File: src/uie_consts.svh
// offsets, field positions, reset values and timing counts of the irq logic
`ifndef UIE_CONSTS_SVH
`define UIE_CONSTS_SVH

`define UIE_STATUS_OFS      16'h0310
`define UIE_GATE_OFS        16'h0314

`define UIE_BIT_ISO         9
`define UIE_BIT_ASYNC       8
`define UIE_BIT_PERIODIC    7
`define UIE_BIT_CLOCK       6
`define UIE_BIT_SUSPEND     5
`define UIE_BIT_DMA         3
`define UIE_BIT_FRAME       1

`define UIE_GATE_RESET      32'h0000_0000
`define UIE_STATUS_RESET    32'h0000_0000
`define UIE_SOURCE_MASK     32'h0000_03EA
`define UIE_SETTLE_MASK     32'h0000_0005

// settling time of the reserved bits after reset
`define UIE_SETTLE_NS       1000
`define UIE_CLK_NS          100

`endif

File: src/uie_pkg.sv
// types of the usb host irq enable logic
`default_nettype none
package uie_pkg;

    typedef struct packed {
        logic        iso_done;      // isochronous descriptor completion
        logic        async_done;    // asynchronous list completion
        logic        periodic_done; // periodic list completion
        logic        clock_stable;  // internal clocks became stable
        logic        suspend_entry; // controller entered suspend
        logic        dma_end;       // dma transfer ended
        logic        frame_start;   // start of frame
    } uie_events_t;

    typedef struct packed {
        logic        wr;            // write strobe
        logic        rd;            // read strobe
        logic [15:0] addr;          // byte address
        logic [31:0] wdata;         // write data
    } uie_req_t;

    typedef enum logic [0:0] {
        UIE_SETTLING,
        UIE_SETTLED
    } uie_settle_t;

endpackage
`default_nettype wire

File: src/uie_irq_logic.sv
// status flags, enable gate and irq line of the usb host controller
`timescale 1ns/10ps
`default_nettype none
`include "uie_consts.svh"

module uie_irq_logic #(
    parameter int SETTLE_CYCLES =
        (`UIE_SETTLE_NS + `UIE_CLK_NS - 1) / `UIE_CLK_NS
)(
    input  wire logic               mclk,     // system clock, 10 MHz
    input  wire logic               rst_n,    // synchronous reset, low
    input  wire uie_pkg::uie_req_t  req,      // register access request
    input  wire uie_pkg::uie_events_t events, // one-cycle event pulses
    output logic [31:0]             rdata,    // read data, next cycle
    output logic                    irq       // interrupt request, high
);

    // ********************************************************
    // settling of the reserved status bits
    // ********************************************************
    // reads before settling show status bits 2 and 0 low
    uie_pkg::uie_settle_t settle_q, settle_d;
    logic [15:0]          cnt_q, cnt_d;

    always_comb
    begin
        settle_d = settle_q;
        cnt_d    = cnt_q;
        case (settle_q)
            uie_pkg::UIE_SETTLING:
            begin
                if (cnt_q >= 16'(SETTLE_CYCLES - 1))
                    settle_d = uie_pkg::UIE_SETTLED;
                else
                    cnt_d = cnt_q + 16'h0001;
            end
            uie_pkg::UIE_SETTLED:
                cnt_d = cnt_q;
            default:
                settle_d = uie_pkg::UIE_SETTLING;
        endcase
    end

    always_ff @(posedge mclk)
    begin
        if (!rst_n)
        begin
            settle_q <= uie_pkg::UIE_SETTLING;
            cnt_q    <= 16'h0000;
        end
        else
        begin
            settle_q <= settle_d;
            cnt_q    <= cnt_d;
        end
    end

    // ********************************************************
    // enable gate and sticky status flags
    // ********************************************************
    logic [31:0] gate_q, gate_d;
    logic [31:0] flag_q, flag_d;
    logic [31:0] evt;
    logic [31:0] status_view;
    logic        hit_status, hit_gate;

    assign hit_status = (req.addr == `UIE_STATUS_OFS);
    assign hit_gate   = (req.addr == `UIE_GATE_OFS);

    always_comb
    begin
        evt = 32'h0000_0000;
        // an event held high sets its flag again every cycle
        evt[`UIE_BIT_ISO]      = events.iso_done;
        evt[`UIE_BIT_ASYNC]    = events.async_done;
        evt[`UIE_BIT_PERIODIC] = events.periodic_done;
        evt[`UIE_BIT_CLOCK]    = events.clock_stable;
        evt[`UIE_BIT_SUSPEND]  = events.suspend_entry;
        evt[`UIE_BIT_DMA]      = events.dma_end;
        evt[`UIE_BIT_FRAME]    = events.frame_start;
    end

    always_comb
    begin
        gate_d = gate_q;
        flag_d = flag_q;
        // reserved enable bits are kept at zero whatever is written
        if (req.wr && hit_gate)
            gate_d = req.wdata & `UIE_SOURCE_MASK;
        // write one to clear; a new event in the same cycle wins
        if (req.wr && hit_status)
            flag_d = flag_q & ~req.wdata;
        flag_d = (flag_d | evt) & `UIE_SOURCE_MASK;
    end

    always_ff @(posedge mclk)
    begin
        if (!rst_n)
        begin
            gate_q <= `UIE_GATE_RESET;
            flag_q <= `UIE_STATUS_RESET;
        end
        else
        begin
            gate_q <= gate_d;
            flag_q <= flag_d;
        end
    end

    always_comb
    begin
        status_view = flag_q;
        if (settle_q == uie_pkg::UIE_SETTLED)
            status_view = flag_q | `UIE_SETTLE_MASK;
    end

    // ********************************************************
    // per-source view of gate and flag bits
    // ********************************************************
    // completion events arrive already qualified by the list masks
    logic       iso_list_done_enable;
    logic       async_list_done_enable;
    logic       periodic_list_done_enable;
    logic       clock_stable_enable;
    logic       suspend_entry_enable;
    logic       dma_transfer_end_enable;
    logic       frame_start_enable;

    logic       iso_list_done_flag;
    logic       async_list_done_flag;
    logic       periodic_list_done_flag;
    logic       clock_stable_flag;
    logic       suspend_entry_flag;
    logic       dma_transfer_end_flag;
    logic       frame_start_flag;
    logic [6:0] src_req;

    assign iso_list_done_enable      = gate_q[`UIE_BIT_ISO];
    assign async_list_done_enable    = gate_q[`UIE_BIT_ASYNC];
    assign periodic_list_done_enable = gate_q[`UIE_BIT_PERIODIC];
    assign clock_stable_enable       = gate_q[`UIE_BIT_CLOCK];
    assign suspend_entry_enable      = gate_q[`UIE_BIT_SUSPEND];
    assign dma_transfer_end_enable   = gate_q[`UIE_BIT_DMA];
    assign frame_start_enable        = gate_q[`UIE_BIT_FRAME];

    assign iso_list_done_flag        = flag_q[`UIE_BIT_ISO];
    assign async_list_done_flag      = flag_q[`UIE_BIT_ASYNC];
    assign periodic_list_done_flag   = flag_q[`UIE_BIT_PERIODIC];
    assign clock_stable_flag         = flag_q[`UIE_BIT_CLOCK];
    assign suspend_entry_flag        = flag_q[`UIE_BIT_SUSPEND];
    assign dma_transfer_end_flag     = flag_q[`UIE_BIT_DMA];
    assign frame_start_flag          = flag_q[`UIE_BIT_FRAME];

    // one and-gate per source, kept apart so each gate bit is traceable
    always_comb
    begin
        src_req    = 7'h00;
        src_req[6] = iso_list_done_flag
                   & iso_list_done_enable;
        src_req[5] = async_list_done_flag
                   & async_list_done_enable;
        src_req[4] = periodic_list_done_flag
                   & periodic_list_done_enable;
        src_req[3] = clock_stable_flag
                   & clock_stable_enable;
        src_req[2] = suspend_entry_flag
                   & suspend_entry_enable;
        src_req[1] = dma_transfer_end_flag
                   & dma_transfer_end_enable;
        src_req[0] = frame_start_flag
                   & frame_start_enable;
    end

    // ********************************************************
    // read port and irq line
    // ********************************************************
    logic [31:0] rdata_d;
    logic        irq_d;

    always_comb
    begin
        // unmapped or idle cycles return zero, never stale data
        rdata_d = 32'h0000_0000;
        if (req.rd && hit_status)
            rdata_d = status_view;
        else if (req.rd && hit_gate)
            rdata_d = gate_q;
        // flags stay set while gated off; enabling later raises irq
        irq_d = |src_req;
    end

    always_ff @(posedge mclk)
    begin
        if (!rst_n)
        begin
            rdata <= 32'h0000_0000;
            irq   <= 1'b0;
        end
        else
        begin
            rdata <= rdata_d;
            irq   <= irq_d;
        end
    end

endmodule
`default_nettype wire

File: config.mk
export PLATFORM = sky130hd
export DESIGN_NAME = uie_irq_logic
export DESIGN_NICKNAME = d
export VERILOG_FILES = /design/src/uie_pkg.sv /design/src/uie_irq_logic.sv
export VERILOG_INCLUDE_DIRS = /design/src /design/src/src
export SDC_FILE = /design/constraint.sdc
export NUM_CORES = 1
export LEC_CHECK = 0
export BUFFER_PORTS_ARGS = -buffer_cell sky130_fd_sc_hd__clkbuf_2
export CAP_MARGIN = 20
export CORE_ASPECT_RATIO = 2
export CORE_MARGIN = 1.5
export CORE_UTILIZATION = 40
export CTS_CLUSTER_DIAMETER = 60
export DETAILED_ROUTE_END_ITERATION = 10
export PLACE_DENSITY = 0.85
export SLEW_MARGIN = 20
export SYNTH_ARGS = -nofsm -noshare
export SYNTH_HDL_FRONTEND = slang
export SYNTH_SLANG_ARGS = --single-unit
File: constraint.sdc
create_clock -name mclk -period 1.66 [get_ports mclk]
set_clock_uncertainty 0.2 [all_clocks]
set_input_delay 0.332 -clock mclk [delete_from_list [all_inputs] [get_ports mclk]]
set_output_delay 0.332 -clock mclk [all_outputs]
set_load 0.01 [all_outputs]
==> results.json, run 1 <==
{
  "synthCells": 175,
  "dieArea_sq_um": 4700,
  "p_leak_nw": 0.988,
  "synth_top_area_share_pct": 46.8,
  "port_buffers": 43,
  "die_h_microns": 95.5,
  "dp_cells": 266,
  "timing.final.crit_period_ps": 1540,
  "final-seq-area_sq_um": 801,
  "cp_max_fo": 4,
  "drt-vias-per-instance": 4.75,
  "grt_pass1_wl_microns": 5130,
  "criticalPathCategory": "register to register",
  "drtIter0Drc": 19,
  "netlist_area_sq_um": 1710,
  "powerDensity_nw_per_um2": 872,
  "max_stage_delay_ps": 350,
  "vias": 1307,
  "critical_path_buf_inv_count": 2,
  "diodes": 0,
  "tns_ps": 0,
  "ir_drop_mv": 0.657,
  "wl_per_cell_microns": 11.2,
  "crit_chain": "inv_1 -> ha_1 -> inv_1 -> o31ai_4 -> and2_1 -> mux2i_1",
  "critPathSlowestCell": "dfxtp_1",
  "grt_use_total_pct": 14.9,
  "drv_slew": 0,
  "syn_avg_cell_area_sq_um": 9.77,
  "clock-sinks": 40,
  "area_growth_pct": 17.2,
  "hold_buffers": 0,
  "routed_wl_microns": 3080,
  "hold_path_class": "primary input to register",
  "cts_tree": "yes",
  "drc": 0,
  "fmax_ghz": 0.648,
  "final_common_cell": "clkbuf_2",
  "dpl.hpwl_microns": 2460,
  "start_util_pct": 41.8,
  "htreeDepth": 2,
  "cap_violations": 0,
  "antenna_found_initial": 0,
  "cts_inserted_buffers": 5,
  "rsz0062_at_grt": "false",
  "fp.dieW_microns": 49.2,
  "gr-total-overflow": 0,
  "globalplace.congestion": 0.782,
  "crit_required_ps": 1680,
  "first_pass_iters": 4,
  "critPathLaunchType": "register",
  "drive_gt1_share_pct": 30.9,
  "mostFrequentLayoutCells": "43 x clkbuf_2, 40 x dfxtp_1, 23 x conb_1",
  "num_rows": 33,
  "nNetsFinal": 285,
  "ys_top_cells_by_area": "dfxtp_1 47%, buf_4 11%, mux2i_1 5.3%, and2_1 5.1%, a22o_2 4.1%",
  "grt_pass1_vias": 1252,
  "ant_nets": 0,
  "clk_pin_slew_ps": 70,
  "clockRootBuffer": "clkbuf_8",
  "setup_viol": 0,
  "yosysWarnings": 0,
  "seq_area_frac_synth_pct": 46.8,
  "cpLargestDelayFamily": "flip-flops",
  "n_fill_cell": 390,
  "multi_input_area_sq_um": 741,
  "clk_latency_ps": 290,
  "crit_arrival_ps": 1570,
  "end_kind": "register",
  "core-area_sq_um": 4090,
  "clock_path_buffers": 2,
  "ys_ff_latch": 40,
  "status": "finished, final reports clean",
  "grt_max_degree": 33,
  "hold_violations": 0,
  "yosys.area.top_type": "dfxtp_1",
  "crit_top_cell": "inv_1",
  "period_share_pct": 93.0,
  "fin_cells": 275,
  "num_io_pins": 92,
  "yosysUniqueCellTypes": 30
}
## registers in the layout, indices dropped and copies added (netlist names)
signal	flops
flag_q	7
rdata	8
cnt_q	16
irq	1
gate_q	7
settle_q	1
## metrics by stage
| stage | hold slack, ps | utilization (%) | power [mW] | instance area, sq um | setup slack [ps] |
|---|---|---|---|---|---|
| after floorplan | 230 | - | 1.13 | 1790 | 34.4 |
| after global placement | 243 | 46.3 | 1.15 | 1890 | -156 |
| after detailed placement | 244 | 46.3 | 1.16 | 1890 | -190 |
| after CTS | 42.4 | 48.4 | 1.76 | 1980 | 57.5 |
| after global routing | 61.8 | 49.0 | 1.83 | 2000 | 2.23 |
| final | 55.7 | 49.0 | 1.75 | 2000 | 116 |
## synthesized netlist by cell type
cell      instances
mux2i_1           9
dfxtp_1          40
and4b_1           1
nor4bb_1          1
clkbuf_1          5
o31ai_1           1
nor3_1            2
a21oi_1           1
nand2_1          17
a41oi_1           8
nor4b_2           1
a22o_2            7
nand2b_1          1
ha_1              3
and2_1           14
o21ai_0           7
a21o_1            1
a31oi_1           1
inv_1            11
and4_1            3
nand3_1           2
nand3_2           1
a222oi_1          1
buf_4            26
nor4_1            3
a22oi_1           2
nor2b_1           1
nor2_1            3
buf_6             1
conb_1            1
## worst reg2reg max path, delay by kind of cell (launching register included)
family          cells  cell delay, ps
flops               1             350
compound gates      1             230
simple gates        1             200
mux                 1             190
buf+inv             2             160
fa+ha+maj           1             150
## timing repair
| action | in CTS | in global routing |
|---|---|---|
| gates resized for setup | 1 | 2 |
| endpoints found under the setup margin | 1 | 1 |
| pin swaps | 0 | 1 |
| setup buffers | 0 | 2 |
## cells by family after synthesis
kind of cell	count (synthesis)	share of synthesized area, %
fa+ha+maj	3	2.19
compound gates	29	13.2
mux	9	5.27
other cells	1	0.219
flops	40	46.8
simple gates	50	16.7
buf+inv	43	15.6
## metal layers
metal	share of wire (%)	vias up	wire length [microns]	GRT usage (%)
met5	0	-	0	0
met4	2.9	0	88	13.1
met3	6.7	6	206	2.98
met2	54	61	1660	27.6
met1	37	589	1130	13.3
li1	-	651	-	-
## power breakdown
| group | internal [mW] | leakage (nW) | switching, mW |
|---|---|---|---|
| Sequential | 0.979 | 0.325 | 0.0162 |
| Clock | 0.284 | 0.0400 | 0.319 |
| Combinational | 0.0615 | 0.623 | 0.0872 |
## worst paths after layout
path,start,end,slack (ps),cells past startpoint
worst min register to register,cnt_q[9]$_SDFFE_PN0P_,cnt_q[9]$_SDFFE_PN0P_,260,1
worst max-delay path,cnt_q[0]$_SDFFE_PN0P_,cnt_q[1]$_SDFFE_PN0P_,120,6
worst min-delay path,req[5],flag_q[5]$_SDFF_PN0_,60,2
worst max register to register,cnt_q[0]$_SDFFE_PN0P_,cnt_q[1]$_SDFFE_PN0P_,120,6
## area by class of cell
type                    count  area share, %
clock buffers               5           3.43
clock inverters             2          0.624
inverters                  11           2.06
multi-input cells         114           37.0
flip-flops and latches     40           40.0
well taps                  52           3.25
repair buffers             51           13.7
Power figures use the tool's default switching activity.
==> run 2, diff against run 1 <==
--- a/config.mk
+++ b/config.mk
@@ -13,6 +13,7 @@
 export CORE_UTILIZATION = 40
 export CTS_CLUSTER_DIAMETER = 60
 export DETAILED_ROUTE_END_ITERATION = 10
+export MAX_ROUTING_LAYER = met4
 export PLACE_DENSITY = 0.85
 export SLEW_MARGIN = 20
 export SYNTH_ARGS = -nofsm -noshare
==> results.json, run 2 (same netlist as run 1, synthesis figures left out) <==
{
  "core-area_sq_um": 4090,
  "crit_chain": "inv_1 -> ha_1 -> inv_1 -> o31ai_4 -> and2_1 -> mux2i_1",
  "vias": 1309,
  "start_util_pct": 41.8,
  "fmax_ghz": 0.650,
  "fp.dieW_microns": 49.2,
  "drive_gt1_share_pct": 30.9,
  "hold_violations": 0,
  "first_pass_iters": 4,
  "grt_max_degree": 33,
  "criticalPathCategory": "register to register",
  "critPathLaunchType": "register",
  "cts_inserted_buffers": 5,
  "crit_required_ps": 1680,
  "port_buffers": 43,
  "num_io_pins": 92,
  "grt_pass1_vias": 1253,
  "nNetsFinal": 285,
  "p_leak_nw": 0.988,
  "critPathSlowestCell": "dfxtp_1",
  "top_register": "cnt_q",
  "crit_arrival_ps": 1560,
  "clockRootBuffer": "clkbuf_8",
  "cts_tree": "yes",
  "cap_violations": 0,
  "gr-total-overflow": 0,
  "fin_area_sq_um": 2000,
  "ir_drop_mv": 0.657,
  "clock-sinks": 40,
  "drt-vias-per-instance": 4.76,
  "htreeDepth": 2,
  "mostFrequentLayoutCells": "43 x clkbuf_2, 40 x dfxtp_1, 23 x conb_1",
  "clock_path_buffers": 2,
  "postPlaceCellArea_sq_um": 1890,
  "period_share_pct": 92.7,
  "setup_viol": 0,
  "grt_use_total_pct": 15.3,
  "dieArea_sq_um": 4700,
  "pre_cts_ws_ps": -190,
  "drtIter0Drc": 18,
  "clk_pin_slew_ps": 70,
  "crit_top_cell": "inv_1",
  "rsz0062_at_grt": "false",
  "grt_pass1_wl_microns": 5130,
  "max_stage_delay_ps": 350,
  "antenna_found_initial": 0,
  "status": "finished, final reports clean",
  "largest_register_ffs": 16,
  "drc": 0,
  "top_regs": "cnt_q x16, rdata x8",
  "powerDensity_nw_per_um2": 871,
  "hold_path_class": "primary input to register",
  "area_growth_pct": 17.2,
  "wl_per_cell_microns": 11.1,
  "drv_slew": 0,
  "ant_nets": 0,
  "cp_max_fo": 4,
  "dpl.hpwl_microns": 2460,
  "setup_ws_ps": 121,
  "fin_hold_ws_ps": 56.2,
  "clk_latency_ps": 290,
  "timing.final.crit_period_ps": 1540,
  "num_rows": 33,
  "globalplace.congestion": 0.793,
  "end_kind": "register",
  "die_h_microns": 95.5,
  "routed_wl_microns": 3070,
  "final_common_cell": "clkbuf_2",
  "diodes": 0
}
## run 2: cell counts in the layout (fill, tap and decap cells not counted)
Identical to the previous run, type by type.
## run 2: report_power, final
group | total [mW] | internal [mW] | switching (mW)
logic | 0.149 | 0.0615 | 0.0871
clock network | 0.602 | 0.284 | 0.319
registers | 0.995 | 0.979 | 0.0162
total | 1.75 | 1.32 | 0.422
## run 2: through the flow
step           utilization (%)  total power, mW  setup TNS, ps  cells
2_1_floorplan                -             1.13              0    197
3_3_place_gp              46.3             1.15          -1800    266
3_5_place_dp              46.3             1.16          -2240    266
4_1_cts                   48.4             1.76              0    273
5_1_grt                   49.0             1.83              0    275
6_report                  49.0             1.75              0    275
## run 2: final cells by class
cell class | instances | area [sq um]
clock buffers | 5 | 68.8
well taps | 52 | 65.1
flip-flops and latches | 40 | 801
repair buffers | 51 | 275
multi-input cells | 114 | 741
inverters | 11 | 41.3
fillers | 390 | 2080
clock inverters | 2 | 12.5
## run 2: worst paths after layout
check                         from               endpoint  slack (ps)  cells past startpoint
max          cnt_q[0]$_SDFFE_PN0P_  cnt_q[1]$_SDFFE_PN0P_         120                      6
max reg2reg  cnt_q[0]$_SDFFE_PN0P_  cnt_q[1]$_SDFFE_PN0P_         120                      6
min reg2reg  cnt_q[7]$_SDFFE_PN0P_  cnt_q[7]$_SDFFE_PN0P_         260                      1
min                         req[5]   flag_q[5]$_SDFF_PN0_          60                      2
## run 2: worst max-delay path: cells and delay by family, from the launching register on
| kind | cells | cell delay, ps |
|---|---|---|
| and+or+nand+nor | 1 | 200 |
| DFF | 1 | 350 |
| AOI/OAI and AO/OA | 1 | 230 |
| muxes | 1 | 190 |
| adders and majority gates | 1 | 150 |
| buffers and inverters | 2 | 160 |
## run 2: repair_timing
action | 4_1_cts | 5_1_grt
cloned | 0 | 0
setup buffers | 0 | 2
endpoints found under the hold margin | 0 | 0
pin swaps | 0 | 1
resized for setup | 1 | 2
hold buffers | 0 | 0
setup endpoints to repair | 1 | 1
## run 2: per-layer routing
layer	global-route usage, %	wire length (microns)
met5	-	0
met4	13.1	97
met3	2.98	205
met2	27.6	1660
met1	13.3	1110
